## src/hdl/scb_pkg.sv

```systemverilog
// shared constants for the serial link configuration latch bank
package scb_pkg;

	// write port widths
	localparam int unsigned DATA_W = 7;
	localparam int unsigned ADDR_W = 3;
	localparam int unsigned BANKS  = 8;

	// bank addresses
	localparam logic [2:0] BANK_RX_STATIC  = 3'h0;
	localparam logic [2:0] BANK_RX_DETECT  = 3'h1;
	localparam logic [2:0] BANK_RX_DYNAMIC = 3'h2;
	localparam logic [2:0] BANK_TEST_THREE = 3'h3;
	localparam logic [2:0] BANK_TEST_FOUR  = 3'h4;
	localparam logic [2:0] BANK_TX_STATIC  = 3'h5;
	localparam logic [2:0] BANK_TX_CLOCK   = 3'h6;
	localparam logic [2:0] BANK_TX_DYNAMIC = 3'h7;

	// values after reset, per bank kind
	localparam logic [6:0] RST_STATIC  = 7'h5f;
	localparam logic [6:0] RST_DETECT  = 7'h56;
	localparam logic [6:0] RST_DYNAMIC = 7'h59;
	localparam logic [6:0] RST_TEST    = 7'h00;

	// reset image of all eight banks, bank 7 in the top slot
	localparam logic [7:0][6:0] BANK_RST = {
		RST_DYNAMIC, RST_DETECT, RST_STATIC, RST_TEST,
		RST_TEST, RST_DYNAMIC, RST_DETECT, RST_STATIC};

	// field positions, receive banks
	localparam int unsigned BIT_RX_CLOCK_RATE = 0;
	localparam int unsigned BIT_TRAIN_RATE    = 0;
	localparam int unsigned BIT_PRI_THR_LO    = 3;
	localparam int unsigned BIT_SEC_THR_LO    = 5;
	localparam int unsigned BIT_RX_MODE_HI    = 6;
	localparam int unsigned BIT_RX_MODE_LO    = 4;
	localparam int unsigned BIT_RX_ENABLE     = 5;
	localparam int unsigned BIT_RECLK_OE2     = 2;
	localparam int unsigned BIT_RECLK_OE1     = 1;

	// field positions, transmit banks
	localparam int unsigned BIT_TX_RATE       = 0;
	localparam int unsigned BIT_TX_CLK_SEL    = 1;
	localparam int unsigned BIT_TX_ST_DIS     = 3;
	localparam int unsigned BIT_TX_OE2        = 2;
	localparam int unsigned BIT_TX_OE1        = 1;
	localparam int unsigned BIT_PAB_RESET     = 0;

	// receive mode codes
	localparam logic [1:0] RX_MODE_VIDEO    = 2'h1;
	localparam logic [1:0] RX_MODE_SELFTEST = 2'h2;
	localparam logic [1:0] RX_MODE_RESET    = 2'h3;

	// transmit pll multipliers
	localparam logic [4:0] TX_MULT_BASE   = 5'h0a;
	localparam logic [4:0] TX_MULT_DOUBLE = 5'h14;

	// idle level of the synchronised pins: strobe high, reset high
	localparam logic [12:0] PIN_IDLE = 13'h1801;

endpackage

```

## src/hdl/scb_latch_bank.sv

```systemverilog
`timescale 1ns/1ps
module scb_latch_bank (
	input  wire logic       mclk_i,
	input  wire logic       srst_i,
	input  wire logic       config_write_strobe_n_i,
	input  wire logic [2:0] cfg_addr_i,
	input  wire logic [6:0] cfg_data_i,
	input  wire logic       device_reset_n_i,
	input  wire logic       tx_input_clock_i,
	output logic            rx_clock_rate_o,
	output logic            training_clock_rate_o,
	output logic [1:0]      primary_detect_threshold_o,
	output logic [1:0]      secondary_detect_threshold_o,
	output logic            rx_enable_o,
	output logic [1:0]      rx_mode_select_o,
	output logic            rx_video_en_o,
	output logic            rx_selftest_en_o,
	output logic            rx_mode_invalid_o,
	output logic            reclk_out1_enable_o,
	output logic            reclk_out2_enable_o,
	output logic            reclk_logic_power_o,
	output logic            tx_clock_source_sel_o,
	output logic            tx_phase_bypass_o,
	output logic            tx_pll_rate_sel_o,
	output logic [4:0]      tx_pll_multiplier_o,
	output logic            tx_dual_edge_capture_o,
	output logic            tx_selftest_disable_o,
	output logic            tx_out1_enable_o,
	output logic            tx_out2_enable_o,
	output logic            tx_logic_power_o,
	output logic            phase_buffer_init_o
);

	typedef struct packed {
		logic [7:0][6:0] bank;
		logic            txclk_prev;
		logic            rx_clock_rate;
		logic            training_clock_rate;
		logic [1:0]      primary_thr;
		logic [1:0]      secondary_thr;
		logic            rx_enable;
		logic [1:0]      rx_mode;
		logic            rx_video;
		logic            rx_selftest;
		logic            rx_invalid;
		logic            reclk_oe1;
		logic            reclk_oe2;
		logic            reclk_power;
		logic            tx_clk_sel;
		logic            tx_bypass;
		logic            tx_rate;
		logic [4:0]      tx_mult;
		logic            tx_dual_edge;
		logic            tx_st_dis;
		logic            tx_oe1;
		logic            tx_oe2;
		logic            tx_power;
		logic            pab_pulse;
	} scb_state_t;

	scb_state_t  st_q;
	scb_state_t  st_d;

	logic [12:0] pin_raw;
	logic [12:0] pin_s;
	logic        strobe_n_s;
	logic [2:0]  addr_s;
	logic [6:0]  data_s;
	logic        dev_rst_n_s;
	logic        txclk_s;
	logic        wr_go;
	logic        wr_ok;
	logic        txclk_rise;
	logic        pab_pend;

	// every pin level crosses two flip-flops before use
	assign pin_raw = {config_write_strobe_n_i, device_reset_n_i, cfg_addr_i,
		cfg_data_i, tx_input_clock_i};

	scb_sync2 #(
		.W    (13),
		.INIT (scb_pkg::PIN_IDLE)
	) u_pin_sync (
		.mclk_i (mclk_i),
		.srst_i (srst_i),
		.pin_i  (pin_raw),
		.sync_o (pin_s)
	);

	// split the synchronised group back into its fields
	assign strobe_n_s  = pin_s[12];
	assign dev_rst_n_s = pin_s[11];
	assign addr_s      = pin_s[10:8];
	assign data_s      = pin_s[7:1];
	assign txclk_s     = pin_s[0];

	// a level-sensitive write: every cycle the strobe is low counts while the device reset is high
	assign wr_go = ~strobe_n_s & dev_rst_n_s;
	// test banks are not ours to store; writes there are dropped
	assign wr_ok = wr_go & (addr_s != scb_pkg::BANK_TEST_THREE)
		& (addr_s != scb_pkg::BANK_TEST_FOUR);

	// rising edge of the transmit input clock as seen on mclk
	assign txclk_rise = txclk_s & ~st_q.txclk_prev;
	assign pab_pend   = ~st_q.bank[scb_pkg::BANK_TX_DYNAMIC][
		scb_pkg::BIT_PAB_RESET];

	// next state: self clearing, bank update, reset, then field decode
	always_comb begin
		st_d            = st_q;
		st_d.txclk_prev = txclk_s;
		st_d.pab_pulse  = 1'b0;

		// pending re-centre is taken on a transmit clock edge
		if (txclk_rise && pab_pend) begin
			st_d.bank[scb_pkg::BANK_TX_DYNAMIC][scb_pkg::BIT_PAB_RESET] =
				1'b1;
			st_d.pab_pulse = 1'b1;
		end

		// a host write in the same cycle wins over the self clear
		if (wr_ok) begin
			st_d.bank[addr_s] = data_s;
		end

		// device reset pin or core reset reload the initial image
		if (srst_i || !dev_rst_n_s) begin
			st_d.bank       = scb_pkg::BANK_RST;
			st_d.txclk_prev = 1'b0;
			st_d.pab_pulse  = 1'b0;
		end

		// receive static and detector banks
		st_d.rx_clock_rate = st_d.bank[scb_pkg::BANK_RX_STATIC][
			scb_pkg::BIT_RX_CLOCK_RATE];
		st_d.training_clock_rate = st_d.bank[scb_pkg::BANK_RX_DETECT][
			scb_pkg::BIT_TRAIN_RATE];
		st_d.primary_thr = st_d.bank[scb_pkg::BANK_RX_DETECT][
			scb_pkg::BIT_PRI_THR_LO +: 2];
		st_d.secondary_thr = st_d.bank[scb_pkg::BANK_RX_DETECT][
			scb_pkg::BIT_SEC_THR_LO +: 2];

		// receive dynamic bank
		st_d.rx_enable = st_d.bank[scb_pkg::BANK_RX_DYNAMIC][
			scb_pkg::BIT_RX_ENABLE];
		st_d.rx_mode = {
			st_d.bank[scb_pkg::BANK_RX_DYNAMIC][scb_pkg::BIT_RX_MODE_HI],
			st_d.bank[scb_pkg::BANK_RX_DYNAMIC][scb_pkg::BIT_RX_MODE_LO]
		};
		st_d.rx_video    = (st_d.rx_mode == scb_pkg::RX_MODE_VIDEO);
		st_d.rx_selftest = (st_d.rx_mode == scb_pkg::RX_MODE_SELFTEST);
		st_d.rx_invalid  = ~st_d.rx_video & ~st_d.rx_selftest;

		// reclocker drivers, forced off while the device reset is low
		st_d.reclk_oe1 = st_d.bank[scb_pkg::BANK_RX_DYNAMIC][
			scb_pkg::BIT_RECLK_OE1] & dev_rst_n_s;
		st_d.reclk_oe2 = st_d.bank[scb_pkg::BANK_RX_DYNAMIC][
			scb_pkg::BIT_RECLK_OE2] & dev_rst_n_s;
		st_d.reclk_power = st_d.reclk_oe1 | st_d.reclk_oe2;

		// transmit clocking bank
		st_d.tx_clk_sel = st_d.bank[scb_pkg::BANK_TX_CLOCK][
			scb_pkg::BIT_TX_CLK_SEL];
		st_d.tx_bypass = st_d.tx_clk_sel;
		st_d.tx_rate = st_d.bank[scb_pkg::BANK_TX_CLOCK][
			scb_pkg::BIT_TX_RATE];
		st_d.tx_mult = st_d.tx_rate ? scb_pkg::TX_MULT_DOUBLE
			: scb_pkg::TX_MULT_BASE;
		st_d.tx_dual_edge = st_d.tx_clk_sel & st_d.tx_rate;

		// transmit dynamic bank
		st_d.tx_st_dis = st_d.bank[scb_pkg::BANK_TX_DYNAMIC][
			scb_pkg::BIT_TX_ST_DIS];
		st_d.tx_oe1 = st_d.bank[scb_pkg::BANK_TX_DYNAMIC][
			scb_pkg::BIT_TX_OE1] & dev_rst_n_s;
		st_d.tx_oe2 = st_d.bank[scb_pkg::BANK_TX_DYNAMIC][
			scb_pkg::BIT_TX_OE2] & dev_rst_n_s;
		st_d.tx_power = st_d.tx_oe1 | st_d.tx_oe2;
	end

	// the whole state advances on every clock
	always_ff @(posedge mclk_i) begin
		st_q <= st_d;
	end

	// outputs straight from the state flip-flops
	assign rx_clock_rate_o              = st_q.rx_clock_rate;
	assign training_clock_rate_o        = st_q.training_clock_rate;
	assign primary_detect_threshold_o   = st_q.primary_thr;
	assign secondary_detect_threshold_o = st_q.secondary_thr;
	assign rx_enable_o                  = st_q.rx_enable;
	assign rx_mode_select_o             = st_q.rx_mode;
	assign rx_video_en_o                = st_q.rx_video;
	assign rx_selftest_en_o             = st_q.rx_selftest;
	assign rx_mode_invalid_o            = st_q.rx_invalid;
	assign reclk_out1_enable_o          = st_q.reclk_oe1;
	assign reclk_out2_enable_o          = st_q.reclk_oe2;
	assign reclk_logic_power_o          = st_q.reclk_power;
	assign tx_clock_source_sel_o        = st_q.tx_clk_sel;
	assign tx_phase_bypass_o            = st_q.tx_bypass;
	assign tx_pll_rate_sel_o            = st_q.tx_rate;
	assign tx_pll_multiplier_o          = st_q.tx_mult;
	assign tx_dual_edge_capture_o       = st_q.tx_dual_edge;
	assign tx_selftest_disable_o        = st_q.tx_st_dis;
	assign tx_out1_enable_o             = st_q.tx_oe1;
	assign tx_out2_enable_o             = st_q.tx_oe2;
	assign tx_logic_power_o             = st_q.tx_power;
	assign phase_buffer_init_o          = st_q.pab_pulse;
endmodule // scb_latch_bank

```

## src/hdl/scb_sync2.sv

```systemverilog
`timescale 1ns/1ps
// two flip-flop synchroniser for a group of pin levels
module scb_sync2 #(
	parameter int unsigned   W    = 1,
	parameter logic [W-1:0]  INIT = '0
) (
	input  wire logic         mclk_i,
	input  wire logic         srst_i,
	input  wire logic [W-1:0] pin_i,
	output logic      [W-1:0] sync_o
);

	typedef struct packed {
		logic [W-1:0] meta;
		logic [W-1:0] stable;
	} scb_sync_st_t;

	scb_sync_st_t st_q;
	scb_sync_st_t st_d;

	// first stage feeds only the second stage
	always_comb begin
		st_d        = st_q;
		st_d.meta   = pin_i;
		st_d.stable = st_q.meta;
		if (srst_i) begin
			st_d.meta   = INIT;
			st_d.stable = INIT;
		end
	end

	always_ff @(posedge mclk_i) begin
		st_q <= st_d;
	end

	assign sync_o = st_q.stable;

endmodule // scb_sync2

```

## config.mk

```make
export PLATFORM = sky130hd
export DESIGN_NAME = scb_latch_bank
export DESIGN_NICKNAME = d
export VERILOG_FILES = /design/src/hdl/scb_pkg.sv /design/src/hdl/scb_latch_bank.sv /design/src/hdl/scb_sync2.sv
export SDC_FILE = /design/constraint.sdc
export NUM_CORES = 1
export LEC_CHECK = 0
export BUFFER_PORTS_ARGS = -buffer_cell sky130_fd_sc_hd__buf_2
export CORE_ASPECT_RATIO = 1.5
export CORE_UTILIZATION = 36
export DETAILED_ROUTE_END_ITERATION = 10
export PLACE_DENSITY = 0.6
export SETUP_SLACK_MARGIN = 0.5
export SKIP_LAST_GASP = 1
export SLEW_MARGIN = 30
export SYNTH_ARGS = -nofsm -noshare
export SYNTH_HDL_FRONTEND = slang
export SYNTH_SLANG_ARGS = --single-unit
```

## constraint.sdc

```tcl
create_clock -name mclk_i -period 1.85 [get_ports mclk_i]
set_input_delay 0.2775 -clock mclk_i [delete_from_list [all_inputs] [get_ports mclk_i]]
set_output_delay 0.2775 -clock mclk_i [all_outputs]
set_load 0.005 [all_outputs]
```

==> metrics.md <==
| Metric | Value |
|---|---|
| Final Cycle Share | `76.67%` |
| Initial Utilization | `a little under two fifths` |
| Reg2Reg Depth | `4` |
| Antenna Cells | `0` |
| Top-count cell post-synth | `dfxtp_1` |
| Synthesized instance count | `180` |
| Worst Setup End Kind | `flip-flop` |
| Crit path cell chain | `nor3b_4 > and2_4 > mux2_4 > ha_4` |
| Core area | `5205 um2` |
| Max Freq | `between 700 and 800 MHz` |
| H-tree Lvls | `2` |
| Via count | `between 1000 and 1500` |
| Number of synthesis warnings | `0` |
| Largest Register | `st_q` |
| Die Y | `92.30 um` |
| Total die area | `between 5000 and 6000 um2` |
| Clk_skew | `a little under 0.007 ns` |
| Final WL | `~3300 um` |
| Synth unique cells | `36` |
| Port Buffers | `42` |
| Clock network power share | `32.4%` |
| Critical Path Fanout Max | `5` |
| TritonCTS clock tree | `done` |
| FF-to-FF setup slack | `between 0.4 and 0.5 ns` |
| Clock tree buffer depth | `2` |
| Max-cap viol count | `0` |
| Synthesized flop and latch total | `56` |
| R2r endpoint | `rx_mode_invalid_o` |
| R2R Path Start | `u_pin_sync.sync_o[11]` |
| Synth Net Count | `197` |
| Hold path depth | `2` |
| Clk root buf | `clkbuf_8` |
| Pwr Total | `1997 uW` |
| Synth top cells by count | `dfxtp_1 (56), nor2b_1 (23), nand2_1 (14), buf_4 (13), mux2i_1 (13)` |
| Synth area leaders | `dfxtp_1 (57%), nor2b_1 (7.4%), mux2i_1 (6.6%), buf_4 (5.0%), nand2_1 (2.7%)` |
| Logic gate share of total power | `around 5.0%` |
| Reg clk slew, reported paths | `approximately 0.10 ns` |
| Largest net degree at the start of global routing | `27` |
| Final Critical Period | `approximately 1.4 ns` |
| CP max-delay cell | `dfxtp_2` |
| Critical Path RT | `roughly 2.1 ns` |
| Post-Route Setup TNS | `0 ns` |
| Status | `complete, no violations` |
| Area delta synth->final | `20.14%` |
| Largest register FFs | `15` |
| Min-delay src | `config_write_strobe_n_i` |
| Initial antenna violation count | `0` |
| Post-route antenna net violation count | `0` |
| Critical path type | `reg2reg` |
| Net switching power | `443.4 uW` |
| TritonRoute pass-1 iters | `4` |
| Most used flip-flop cell after synthesis | `dfxtp_1` |
| Die width | `between 60 and 70 um` |
| Yosys top cell area share | `57.29%` |
| CP peak stage delay | `around 0.37 ns` |
| Clk_lat worst skew | `between 0.3 and 0.4 ns` |
| Post-Syn Area | `around 2000 um2` |
| Total CTS buffers | `5` |
| Final max-slew violation count | `0` |
| Leak pwr | `a little under 0.001 uW` |
| Row cnt | `32` |
| Final Instance Area | `approximately 2400 um2` |
| Number of synthesized flops with an enable pin | `0` |
| Post-route DRC | `0` |
| GRT Total Usage | `11.94%` |
| Reg power frac | `between 60 and 70%` |
| Worst Setup Start Kind | `flip-flop` |
| Fraction of layout cells with a size suffix above 1 | `between 30% and 40%` |
| Worst EP arrival | `between 1.5 and 2 ns` |
| Post-place instance area | `between 2000 and 2500 um2` |
| Gr ovfl total | `0` |
| Fin nets | `about 240` |
| CTS sink count | `56` |
| Worst hold path class | `in2reg` |
| Drt wl/cell | `about 11 um` |
| Avg Inst Size Synth | `10.87 um2` |
| Switching Fraction | `between 20% and 30%` |
| Seq/Total Area, Yosys | `around 57%` |
| FFs w/ async S/R, synth | `0%` |
| DR iter-0 viols | `11` |
| Dpl hpwl | `around 2300 um` |
| Placer Congestion | `about 0.80` |
| Vias/cell | `4.457` |
| Synth area leader | `dfxtp_1` |
| Vias in the first global route | `1139` |
| Pwr Density | `~850 nW/um2` |
| RSZ-0062 raised after global routing | `yes` |
| Pint | `roughly 1600 uW` |
| Peak VDD IR | `approximately 460 uV` |
| Endpoints failing hold | `0` |
| Hold EP | `u_pin_sync.st_q[25]` |
| Global-route wire length before repair | `5188 um` |
| # IOs | `44` |
| Endpoints failing setup | `0` |
[critical path, delay by kind of cell (launching register included)]
family / cells / cell delay (ns)
and+or+nand+nor: 2 / 0.42
muxes: 1 / 0.32
DFF: 1 / 0.37
adders and majority gates: 1 / 0.26
[stage by stage]
step | cells | worst slack, ns | hold WS (ns) | util (%)
global placement | 276 | 0.2469 | 0.3932 | 41.95
CTS | 288 | 0.4363 | 0.1387 | 44.98
detailed placement | 276 | 0.1958 | 0.3940 | 41.95
floorplan | 180 | 0.3551 | 0.3491 | -
finish | 289 | 0.4315 | 0.1479 | 45.17
global route | 289 | 0.3909 | 0.1332 | 45.17
[cells by family (layout without fill, tap and decap cells)]
logic type,count (synthesis),in the layout,synth area share [%]
simple gates,67,67,19.25
flops,56,56,57.29
buf+inv,20,61,6.905
compound gates,18,18,6.714
mux,16,16,8.376
fa+ha+maj,2,2,1.279
other cells,1,1,0.1916
[cell type report]
type	count	area [um2]
multi-input cells	104	759.5
clock inverters	2	16.27
flip-flops and latches	56	1129
fillers	525	2854
clock buffers	6	72.57
repair buffers	52	285.3
inverters	1	3.754
well taps	68	85.08
[layout by cell type (no fill, tap or decap), types with 2 or more instances in the layout]
master / count
a211oi_1: 6
a21oi_1: 3
buf_2: 42
buf_4: 10
clkbuf_8: 5
dfxtp_1: 52
dfxtp_2: 3
mux2_2: 2
mux2i_1: 12
nand2_1: 13
nand3_1: 2
nand4_1: 2
nor2_1: 10
nor2b_1: 21
o41ai_1: 2
or2_2: 6
[per-layer routing]
metal  up-vias  track usage, %  wire, um
li1        665               -         -
met1       580           12.59      1391
met2        34           20.51      1646
met3         9           3.079       126
met4         0           8.527       116
met5         -               0         0
[worst max-delay path by stage]
stage / start / depth (start not counted) / to / slack, ns
floorplan: u_pin_sync.sync_o[11] / 5 / rx_mode_invalid_o / 0.36
global placement: u_pin_sync.sync_o[9] / 4 / rx_video_en_o / 0.25
detailed placement: u_pin_sync.sync_o[9] / 4 / rx_mode_invalid_o / 0.20
CTS: u_pin_sync.sync_o[11] / 4 / rx_mode_invalid_o / 0.44
global route: u_pin_sync.sync_o[11] / 4 / rx_mode_invalid_o / 0.39
finish: u_pin_sync.sync_o[11] / 4 / rx_mode_invalid_o / 0.43
[power by group through the flow]
stage,Sequential (uW),Combinational (uW),Clock (uW)
2_1_floorplan,1270,65.8,0
3_3_place_gp,1280,95.3,0
3_5_place_dp,1280,96.0,0
4_1_cts,1250,100,673
5_1_grt,1250,111,722
6_report,1250,99.5,647
[what timing repair did]
item | in CTS | in global routing
hold buffers | 0 | 0
resized for setup | 12 | 1
pin swaps | 2 | 1
setup endpoints to repair | 14 | 20
setup buffers | 4 | 1
Note: power is estimated with default switching activity, not from simulation.
